===== config.mk =====
export PLATFORM = sky130hd
export DESIGN_NAME = cca_regs
export DESIGN_NICKNAME = d
export VERILOG_FILES = /design/src/rtl/cca_pkg.sv /design/src/rtl/cca_channel.sv /design/src/rtl/cca_regs.sv
export VERILOG_INCLUDE_DIRS = /design/src /design/src/rtl
export SDC_FILE = /design/constraint.sdc
export NUM_CORES = 1
export LEC_CHECK = 0
export BUFFER_PORTS_ARGS = -buffer_cell sky130_fd_sc_hd__buf_2
export CAP_MARGIN = 20
export CELL_PAD_IN_SITES_DETAIL_PLACEMENT = 1
export CELL_PAD_IN_SITES_GLOBAL_PLACEMENT = 1
export CORE_MARGIN = 2
export CORE_UTILIZATION = 40
export CTS_CLUSTER_SIZE = 14
export DETAILED_ROUTE_END_ITERATION = 7
export PLACE_DENSITY = 0.82
export SLEW_MARGIN = 20
export SYNTH_ARGS = -nofsm -noshare
export SYNTH_HDL_FRONTEND = slang
export SYNTH_SLANG_ARGS = --single-unit

===== constraint.sdc =====
create_clock -name sys_clk -period 2.85 [get_ports sys_clk]
set_input_delay 0.285 -clock sys_clk [delete_from_list [all_inputs] [get_ports sys_clk]]
set_output_delay 0.285 -clock sys_clk [all_outputs]
set_load 0.01 [all_outputs]

===== src/rtl/cca_cfg.svh =====
`ifndef CCA_CFG_SVH
`define CCA_CFG_SVH

// register addresses in the special-function space
`define CCA_ADDR_CTRL1   8'ha1
`define CCA_ADDR_CTRL2   8'ha2
`define CCA_ADDR_CNT_HI  8'h9a
`define CCA_ADDR_CNT_LO  8'h9b
`define CCA_ADDR_CH0_CON 8'ha3
`define CCA_ADDR_CH1_CON 8'ha4
`define CCA_ADDR_CH2_CON 8'ha5
`define CCA_ADDR_CH3_CON 8'ha6
`define CCA_ADDR_CH4_CON 8'ha7
`define CCA_ADDR_CH0_DH  8'h9c
`define CCA_ADDR_CH0_DL  8'h9d
`define CCA_ADDR_CH1_DH  8'h9e
`define CCA_ADDR_CH1_DL  8'h9f
`define CCA_ADDR_CH2_DH  8'h91
`define CCA_ADDR_CH2_DL  8'h92
`define CCA_ADDR_CH3_DH  8'h93
`define CCA_ADDR_CH3_DL  8'h94
`define CCA_ADDR_CH4_DH  8'h95
`define CCA_ADDR_CH4_DL  8'h96

// field positions
`define CCA_BIT_RUN      7
`define CCA_BIT_IDLE     6
`define CCA_BIT_CLK_HI   7
`define CCA_BIT_CLK_LO   6
`define CCA_BIT_TOG      4
`define CCA_BIT_MODE_HI  2
`define CCA_BIT_CHAN_HI  4

// reset values and counts
`define CCA_CHANS        5
`define CCA_REG_RESET    8'h00
`define CCA_CNT_RESET    16'h0000
`define CCA_CNT_MAX      16'hffff
`define CCA_DIV_RESET    4'h0
`define CCA_DIV12_LAST   4'hb
`define CCA_DIV4_PHASE   2'h3

`endif


===== src/rtl/cca_pkg.sv =====
package cca_pkg;

    typedef enum logic [2:0] {
        CCA_MODE_OFF   = 3'b000,
        CCA_MODE_POS   = 3'b001,
        CCA_MODE_NEG   = 3'b010,
        CCA_MODE_BOTH  = 3'b011,
        CCA_MODE_TIMER = 3'b100,
        CCA_MODE_HSO   = 3'b101,
        CCA_MODE_PWM8  = 3'b110,
        CCA_MODE_PWM16 = 3'b111
    } cca_mode_type;

    typedef enum logic [1:0] {
        CCA_CLK_SYS   = 2'b00,
        CCA_CLK_DIV4  = 2'b01,
        CCA_CLK_DIV12 = 2'b10,
        CCA_CLK_EXT   = 2'b11
    } cca_clk_sel_type;

endpackage : cca_pkg


===== src/rtl/cca_channel.sv =====
`timescale 1ns/1ps
`default_nettype none
`include "cca_cfg.svh"

module cca_channel (
    input  wire logic        sys_clk,
    input  wire logic        sys_rst,
    input  wire logic        con_wr,
    input  wire logic        dh_wr,
    input  wire logic        dl_wr,
    input  wire logic [7:0]  wr_data,
    input  wire logic [15:0] count_value,
    input  wire logic        count_adv,
    input  wire logic        count_roll,
    input  wire logic        counter_run,
    input  wire logic        chan_pin_in,
    output logic      [7:0]  con_value,
    output logic      [15:0] chan_data_value,
    output logic             chan_event,
    output logic             reload_req,
    output logic             chan_pin_out,
    output logic             chan_pin_oe
);
    import cca_pkg::*;

    cca_mode_type mode_ff;
    cca_mode_type nxt_mode;
    logic         tog_ff;
    logic         nxt_tog;
    logic [15:0]  data_ff;
    logic [15:0]  nxt_data;
    logic         pin_prev_ff;
    logic         pin_out_ff;
    logic         nxt_pin_out;
    logic         rise;
    logic         fall;
    logic         capture;
    logic         match;
    logic         timer_evt;
    logic         pwm8_hi;
    logic         pwm16_hi;

    always_comb begin
        rise      = chan_pin_in & ~pin_prev_ff;
        fall      = ~chan_pin_in & pin_prev_ff;
        capture   = ((mode_ff == CCA_MODE_POS) & rise) |
                    ((mode_ff == CCA_MODE_NEG) & fall) |
                    ((mode_ff == CCA_MODE_BOTH) & (rise | fall));
        match     = (mode_ff == CCA_MODE_HSO) & count_adv & (count_value == data_ff);
        timer_evt = (mode_ff == CCA_MODE_TIMER) & count_roll;
        chan_event = capture | match | timer_evt;
        // zero duty never satisfies the compare, so the pin stays low
        pwm8_hi   = count_value[7:0] < data_ff[7:0];
        pwm16_hi  = count_value < data_ff;

        nxt_mode = con_wr ? cca_mode_type'(wr_data[`CCA_BIT_MODE_HI:0]) : mode_ff;
        nxt_tog  = con_wr ? wr_data[`CCA_BIT_TOG] : tog_ff;
        if (match) begin
            nxt_tog = ~tog_ff;
        end

        nxt_data = data_ff;
        if (dh_wr) begin
            nxt_data[15:8] = wr_data;
        end
        if (dl_wr) begin
            nxt_data[7:0] = wr_data;
        end
        if (capture) begin
            nxt_data = count_value;
        end

        case (mode_ff)
            CCA_MODE_HSO:   nxt_pin_out = nxt_tog;
            CCA_MODE_PWM8:  nxt_pin_out = counter_run & pwm8_hi;
            CCA_MODE_PWM16: nxt_pin_out = counter_run & pwm16_hi;
            default:        nxt_pin_out = 1'b0;
        endcase
    end

    always_ff @(posedge sys_clk) begin
        if (sys_rst) begin
            mode_ff     <= CCA_MODE_OFF;
            tog_ff      <= 1'b0;
            data_ff     <= `CCA_CNT_RESET;
            pin_prev_ff <= 1'b0;
            pin_out_ff  <= 1'b0;
        end else begin
            mode_ff     <= nxt_mode;
            tog_ff      <= nxt_tog;
            data_ff     <= nxt_data;
            pin_prev_ff <= chan_pin_in;
            pin_out_ff  <= nxt_pin_out;
        end
    end

    always_comb begin
        con_value       = {3'b000, tog_ff, 1'b0, mode_ff};
        chan_data_value = data_ff;
        reload_req      = (mode_ff == CCA_MODE_TIMER);
        chan_pin_out    = pin_out_ff;
        chan_pin_oe     = (mode_ff == CCA_MODE_HSO) | (mode_ff == CCA_MODE_PWM8) |
                          (mode_ff == CCA_MODE_PWM16);
    end

endmodule : cca_channel
`default_nettype wire


===== src/rtl/cca_regs.sv =====
// Overview of operation
// - counter advances only while counter_run is set; run resets to zero
// - idle_gate one stops the counter while the processor is idle
// - control one bits 4..0 enable each channel's interrupt
// - clock select 7:6: system, divide by four, by twelve, external falling edge
// - flags in control two set by events, cleared only by software writing zero
// - mode 000 off, 001 rising, 010 falling, 011 both-edge capture
// - mode 100 timer reload, 101 toggle output, 110 8-bit, 111 16-bit PWM
// - channel control holds toggle at bit 4 and mode at 2:0, reset 00h
// - capture copies the counter into the channel data on the chosen edge
// - timer mode reloads counter from channel data on rollover, sets flag
// - toggle output mode inverts toggle on match and drives it on the pin
// - PWM pin low while counter_run clear or duty is zero
`timescale 1ns/1ps
`default_nettype none
`include "cca_cfg.svh"

module cca_regs (
    input  wire logic        sys_clk,
    input  wire logic        sys_rst,
    input  wire logic [7:0]  sfr_addr,
    input  wire logic        sfr_wr_en,
    input  wire logic [7:0]  sfr_wr_data,
    output logic      [7:0]  sfr_rd_data,
    input  wire logic        cpu_idle,
    input  wire logic        external_count_input,
    input  wire logic [4:0]  chan_pin_in,
    output logic      [4:0]  chan_pin_out,
    output logic      [4:0]  chan_pin_oe,
    output logic             irq
);
    import cca_pkg::*;

    localparam int NCH = `CCA_CHANS;

    function automatic logic [7:0] con_addr(input int idx);
        case (idx)
            0:       con_addr = `CCA_ADDR_CH0_CON;
            1:       con_addr = `CCA_ADDR_CH1_CON;
            2:       con_addr = `CCA_ADDR_CH2_CON;
            3:       con_addr = `CCA_ADDR_CH3_CON;
            default: con_addr = `CCA_ADDR_CH4_CON;
        endcase
    endfunction : con_addr

    function automatic logic [7:0] dh_addr(input int idx);
        case (idx)
            0:       dh_addr = `CCA_ADDR_CH0_DH;
            1:       dh_addr = `CCA_ADDR_CH1_DH;
            2:       dh_addr = `CCA_ADDR_CH2_DH;
            3:       dh_addr = `CCA_ADDR_CH3_DH;
            default: dh_addr = `CCA_ADDR_CH4_DH;
        endcase
    endfunction : dh_addr

    function automatic logic [7:0] dl_addr(input int idx);
        case (idx)
            0:       dl_addr = `CCA_ADDR_CH0_DL;
            1:       dl_addr = `CCA_ADDR_CH1_DL;
            2:       dl_addr = `CCA_ADDR_CH2_DL;
            3:       dl_addr = `CCA_ADDR_CH3_DL;
            default: dl_addr = `CCA_ADDR_CH4_DL;
        endcase
    endfunction : dl_addr

    // control, counter and flag state
    logic            run_ff;
    logic            nxt_run;
    logic            idle_ff;
    logic            nxt_idle;
    logic [4:0]      ien_ff;
    logic [4:0]      nxt_ien;
    cca_clk_sel_type clk_sel_ff;
    cca_clk_sel_type nxt_clk_sel;
    logic [4:0]      flag_ff;
    logic [4:0]      nxt_flag;
    logic [15:0]     cnt_ff;
    logic [15:0]     nxt_cnt;
    logic [3:0]      div_ff;
    logic [3:0]      nxt_div;
    logic            ext_prev_ff;
    logic            adv_ff;
    logic            nxt_adv;
    logic            irq_ff;
    logic            nxt_irq;
    logic [7:0]      rd_data_ff;
    logic [7:0]      nxt_rd_data;

    // decode and per-channel results
    logic            wr_ctrl1;
    logic            wr_ctrl2;
    logic            wr_cnt_hi;
    logic            wr_cnt_lo;
    logic            count_en;
    logic            tick;
    logic            tick_en;
    logic            roll;
    logic            reload_hit;
    logic [15:0]     reload_val;
    logic [4:0]      con_wr;
    logic [4:0]      dh_wr;
    logic [4:0]      dl_wr;
    logic [4:0]      chan_event;
    logic [4:0]      reload_req;
    logic [7:0]      con_val [NCH];
    logic [15:0]     dat_val [NCH];

    genvar gi;
    generate
        for (gi = 0; gi < NCH; gi = gi + 1) begin : g_chan
            always_comb begin
                con_wr[gi] = sfr_wr_en & (sfr_addr == con_addr(gi));
                dh_wr[gi]  = sfr_wr_en & (sfr_addr == dh_addr(gi));
                dl_wr[gi]  = sfr_wr_en & (sfr_addr == dl_addr(gi));
            end

            cca_channel u_chan (
                .sys_clk         (sys_clk),
                .sys_rst         (sys_rst),
                .con_wr          (con_wr[gi]),
                .dh_wr           (dh_wr[gi]),
                .dl_wr           (dl_wr[gi]),
                .wr_data         (sfr_wr_data),
                .count_value     (cnt_ff),
                .count_adv       (adv_ff),
                .count_roll      (roll),
                .counter_run     (run_ff),
                .chan_pin_in     (chan_pin_in[gi]),
                .con_value       (con_val[gi]),
                .chan_data_value (dat_val[gi]),
                .chan_event      (chan_event[gi]),
                .reload_req      (reload_req[gi]),
                .chan_pin_out    (chan_pin_out[gi]),
                .chan_pin_oe     (chan_pin_oe[gi])
            );
        end
    endgenerate

    // register writes and control fields
    always_comb begin
        wr_ctrl1  = sfr_wr_en & (sfr_addr == `CCA_ADDR_CTRL1);
        wr_ctrl2  = sfr_wr_en & (sfr_addr == `CCA_ADDR_CTRL2);
        wr_cnt_hi = sfr_wr_en & (sfr_addr == `CCA_ADDR_CNT_HI);
        wr_cnt_lo = sfr_wr_en & (sfr_addr == `CCA_ADDR_CNT_LO);

        nxt_run     = wr_ctrl1 ? sfr_wr_data[`CCA_BIT_RUN] : run_ff;
        nxt_idle    = wr_ctrl1 ? sfr_wr_data[`CCA_BIT_IDLE] : idle_ff;
        nxt_ien     = wr_ctrl1 ? sfr_wr_data[`CCA_BIT_CHAN_HI:0] : ien_ff;
        nxt_clk_sel = wr_ctrl2 ?
                      cca_clk_sel_type'(sfr_wr_data[`CCA_BIT_CLK_HI:`CCA_BIT_CLK_LO]) :
                      clk_sel_ff;
        // a hardware event in the same cycle as a software clear still sets
        nxt_flag    = (wr_ctrl2 ? sfr_wr_data[`CCA_BIT_CHAN_HI:0] : flag_ff) | chan_event;
        nxt_irq     = |(nxt_flag & nxt_ien);
    end

    // counter tick source and prescaler
    always_comb begin
        count_en = run_ff & ~(idle_ff & cpu_idle);
        case (clk_sel_ff)
            CCA_CLK_SYS:   tick = 1'b1;
            CCA_CLK_DIV4:  tick = (div_ff[1:0] == `CCA_DIV4_PHASE);
            CCA_CLK_DIV12: tick = (div_ff == `CCA_DIV12_LAST);
            CCA_CLK_EXT:   tick = ext_prev_ff & ~external_count_input;
            default:       tick = 1'b0;
        endcase
        tick_en = count_en & tick;
        roll    = tick_en & (cnt_ff == `CCA_CNT_MAX);

        if (!count_en) begin
            nxt_div = div_ff;
        end else if (div_ff == `CCA_DIV12_LAST) begin
            nxt_div = `CCA_DIV_RESET;
        end else begin
            nxt_div = div_ff + 4'h1;
        end
    end

    // lowest-numbered timer channel supplies the reload value
    always_comb begin
        reload_hit = 1'b0;
        reload_val = `CCA_CNT_RESET;
        for (int i = NCH - 1; i >= 0; i--) begin
            if (reload_req[i]) begin
                reload_hit = 1'b1;
                reload_val = dat_val[i];
            end
        end
    end

    always_comb begin
        nxt_cnt = cnt_ff;
        if (roll & reload_hit) begin
            nxt_cnt = reload_val;
        end else if (tick_en) begin
            nxt_cnt = cnt_ff + 16'h0001;
        end
        // software writes take priority over counting
        if (wr_cnt_hi) begin
            nxt_cnt[15:8] = sfr_wr_data;
        end
        if (wr_cnt_lo) begin
            nxt_cnt[7:0] = sfr_wr_data;
        end
        nxt_adv = tick_en;
    end

    // read data, registered one cycle after the address
    always_comb begin
        nxt_rd_data = `CCA_REG_RESET;
        case (sfr_addr)
            `CCA_ADDR_CTRL1:  nxt_rd_data = {run_ff, idle_ff, 1'b0, ien_ff};
            `CCA_ADDR_CTRL2:  nxt_rd_data = {clk_sel_ff, 1'b0, flag_ff};
            `CCA_ADDR_CNT_HI: nxt_rd_data = cnt_ff[15:8];
            `CCA_ADDR_CNT_LO: nxt_rd_data = cnt_ff[7:0];
            default:          nxt_rd_data = `CCA_REG_RESET;
        endcase
        for (int i = 0; i < NCH; i++) begin
            if (sfr_addr == con_addr(i)) begin
                nxt_rd_data = con_val[i];
            end
            if (sfr_addr == dh_addr(i)) begin
                nxt_rd_data = dat_val[i][15:8];
            end
            if (sfr_addr == dl_addr(i)) begin
                nxt_rd_data = dat_val[i][7:0];
            end
        end
    end

    always_ff @(posedge sys_clk) begin
        if (sys_rst) begin
            run_ff      <= 1'b0;
            idle_ff     <= 1'b0;
            ien_ff      <= 5'h00;
            clk_sel_ff  <= CCA_CLK_SYS;
            flag_ff     <= 5'h00;
            cnt_ff      <= `CCA_CNT_RESET;
            div_ff      <= `CCA_DIV_RESET;
            ext_prev_ff <= 1'b0;
            adv_ff      <= 1'b0;
            irq_ff      <= 1'b0;
            rd_data_ff  <= `CCA_REG_RESET;
        end else begin
            run_ff      <= nxt_run;
            idle_ff     <= nxt_idle;
            ien_ff      <= nxt_ien;
            clk_sel_ff  <= nxt_clk_sel;
            flag_ff     <= nxt_flag;
            cnt_ff      <= nxt_cnt;
            div_ff      <= nxt_div;
            ext_prev_ff <= external_count_input;
            adv_ff      <= nxt_adv;
            irq_ff      <= nxt_irq;
            rd_data_ff  <= nxt_rd_data;
        end
    end

    always_comb begin
        sfr_rd_data = rd_data_ff;
        irq         = irq_ff;
    end

endmodule : cca_regs
`default_nettype wire


==> results.cfg <==
[placement]
dp_cells = 1923
placed_cell_area_sq_um = 12400
globalplace.congestion = 1.02
pre_cts_ws_ns = 0.135
numPortBuffers = 44
dp_hpwl_mm = 40.3

[power_and_ir_drop]
p_total_mw = 4.89
power.leakage_nw = 5.07
p_sw_share_pct = 29.7
max-vdd-ir-drop_mv = 0.345
power_frac_comb_pct = 6.4
p_per_area_nw_per_um2 = 374
clockPowerShare_pct = 49.0
seqPwrFrac_pct = 44.6
internal_power_mw = 3.43
switchingPower_mw = 1.45

[die]
start_util_pct = 40.9
rows = 61
die_h_microns = 173
dieArea_sq_um = 29900
ios = 45
die_w_microns = 173
coreArea_sq_um = 27900

[worst_setup_path]
arrival_ns = 3.16
timing.rr.start = cnt_ff[0]
critPathLaunchType = register
crit_path_end_kind = register
criticalPathCategory = reg2reg
cp_data_required_time_ns = 3.19
reg2reg_slack_ns = 0.03
rr_endpoint = g_chan[4].u_chan.chan_pin_out
r2r.worst_path.cells = 9
critical_path.max_fanout = 7

[global_route]
antenna_found_initial = 4
grt_max_degree = 80
grt_pass1_wl_mm = 82.2
grt_usage_pct = 36.5
grt_pass1_vias = 13013
grt_overflow = 0

[logic_synthesis]
syn_nets = 1637
synth_compound_area_share_pct = 26.5
synth_simple_gate_area_share_pct = 24.7
synth_edf_count = 0
syn_area_per_cell_sq_um = 7.52
synthAdderAreaFrac_pct = 10.1
ys_types = 77
yosysTopAreaCellShare_pct = 27.2
yosys-mux-area-fraction_pct = 3.34
yosysMostFrequentCell = nor2_1
async_flop_share_pct = 0
yosysTopAreaCell = dfxtp_1
synth_xor_area_share_pct = 0.230
syn_area_sq_um = 11400
synthesis.instances = 1519
seq_area_frac_synth_pct = 27.2
synth_top_family_by_area = compound AO/OA/AOI/OAI gates
synthFlopType = dfxtp_1
synth_common_cells = nor2_1 (170), nand2_1 (158), dfxtp_1 (155), nand3_1 (121), inv_1 (93)
ys_warn_count = 0
yosys-top-cells-area = dfxtp_1 (27%), ha_1 (10%), nor2_1 (5.6%), nand3_1 (5.3%), a311oi_1 (5.3%)
ys_ff_latch = 155

[cts]
clock-sinks = 155
clk_latency_ns = 0.46
numCtsBuffers = 17
cts_hold_buf = 0
ctsLongestPathBuffers = 2
cts_tree = built
cts_root_buffer = clkbuf_16
clk_pin_slew_ns = 0.07
cts_resized = 0
postCtsSetupBuffers = 0
ctsHtreeMaxLevel = 4

[timing]
holdWs_ns = 0.0658
final.setup.tns_ns = 0
tightest_slew_ns = 0.700
rsz0062_at_grt = no
maxSlewViolCount = 0
hold_viol_final = 0
period_needed_ns = 2.82
setup_viol = 0
timing.fmax_ghz = 0.354
slew_headroom_pct = 53.4
setup_ws_ns = 0.0251
fin_crit_sh_pct = 99.1
fin_worst_skew_ns = 0.0164

[finish]
nNetsFinal = 1682
design_area_sq_um = 13000
drive_gt1_share_pct = 13.4
instances_no_fill = 1960
fillers = 3522
utilization_pct = 46.7
area_growth_pct = 14.3

[job]
cap_violations = 0

[min_path]
min_from = external_count_input
min_path_cells = 2
hold_class = in2reg
hold_end = ext_prev_ff

[routing]
routed_via_density = 6.64
drc = 0
routed_wl_mm = 55.7
vias = 13024
drtPass1Iterations = 5
ant_nets = 0
wl_per_cell_microns = 28.4
drt_iter0_markers = 1580

[run_status]
status = completed
## power groups by stage
stage / clock, mW / combinational, mW / sequential [mW]
3_5_place_dp: 0 / 0.296 / 2.23
3_3_place_gp: 0 / 0.290 / 2.23
5_1_grt: 2.48 / 0.323 / 2.18
6_report: 2.39 / 0.311 / 2.18
4_1_cts: 2.39 / 0.297 / 2.18
2_1_floorplan: 0 / 0.158 / 2.23
## flip-flops by register name (all words and copies together) (netlist names), 4 cells and up
register / flops
ien_ff: 5
g_chan.u_chan.chan_data_value: 80
cnt_ff: 16
g_chan.u_chan.mode_ff: 15
div_ff: 4
g_chan.u_chan.tog_ff: 5
g_chan.u_chan.pin_prev_ff: 5
sfr_rd_data: 8
flag_ff: 5
g_chan.u_chan.chan_pin_out: 5
## final cells by class
cell class,count,area (sq um),share of cell area (%)
multi-input cells,1146,7400,56.7
flip-flops and latches,155,3100,23.8
repair buffers,151,1110,8.53
well taps,378,473,3.62
clock buffers,17,425,3.26
inverters,93,349,2.68
clock inverters,15,170,1.30
diodes,5,12.5,0.0959
## cell usage in the layout (no fill, tap or decap), drive strengths merged, types with 5 or more instances in the layout
master / synthesis / routed
nand3: 121 / 121
diode: 0 / 5
a221oi: 14 / 14
o21ai: 61 / 61
clkinv: 0 / 6
nand4: 22 / 22
a221o: 10 / 10
and3: 19 / 19
a21oi: 87 / 87
a211oi: 22 / 22
a311oi: 69 / 69
a21o: 27 / 27
o221ai: 5 / 5
and4: 6 / 6
mux2i: 37 / 37
o211ai: 20 / 20
buf: 45 / 151
nor2b: 12 / 12
dfxtp: 155 / 155
clkbuf: 80 / 17
o21a: 16 / 16
nand2b: 7 / 7
nor3: 29 / 29
a31oi: 17 / 17
o22ai: 17 / 17
nand2: 159 / 159
a21boi: 5 / 5
nor3b: 5 / 5
inv: 93 / 101
a22oi: 25 / 25
a32o: 5 / 5
ha: 92 / 92
and2: 6 / 6
nor2: 172 / 172
## worst max-delay path, cell delays in order, from the launching register on
cell and delay (ns):
dfxtp_1 0.56, inv_1 0.27, ha_1 0.35, nand4_1 0.12, nor2_1 0.28, nand3_1 0.37, and3_1 0.33, a21oi_1 0.11
a21oi_1 0.09, a32o_1 0.23
## per-layer routing
| metal | vias to the layer above | track usage [%] | wire length [microns] |
|---|---|---|---|
| met5 | - | 0 | 16 |
| met4 | 2 | 19.6 | 3090 |
| met3 | 198 | 11.1 | 6790 |
| met2 | 806 | 54.2 | 23600 |
| met1 | 6367 | 47.4 | 22100 |
| li1 | 5651 | - | - |
## cells by family (layout without fill, tap and decap cells)
logic type,count (synthesis),count (layout)
AO/OA/AOI/OAI,430,430
AND/OR/NAND/NOR,583,583
multiplexers,38,38
XOR/XNOR,3,3
adder cells (fa/ha/maj),92,92
other,0,5
flip-flops,155,155
buffers and inverters,218,276
## how the worst max path moves through the flow
stage / startpoint / endpoint / slack, ns
finish: cnt_ff[0] / g_chan[4].u_chan.chan_pin_out / 0.03
CTS: cnt_ff[0] / g_chan[4].u_chan.chan_pin_out / 0.18
floorplan: div_ff[0] / cnt_ff[3] / 0.59
detailed placement: sfr_addr[6] / sfr_rd_data[0] / 0.14
global route: cnt_ff[0] / g_chan[4].u_chan.chan_pin_out / 0.06
global placement: sfr_addr[6] / sfr_rd_data[0] / 0.13
Note: power is estimated with default switching activity, not from simulation.
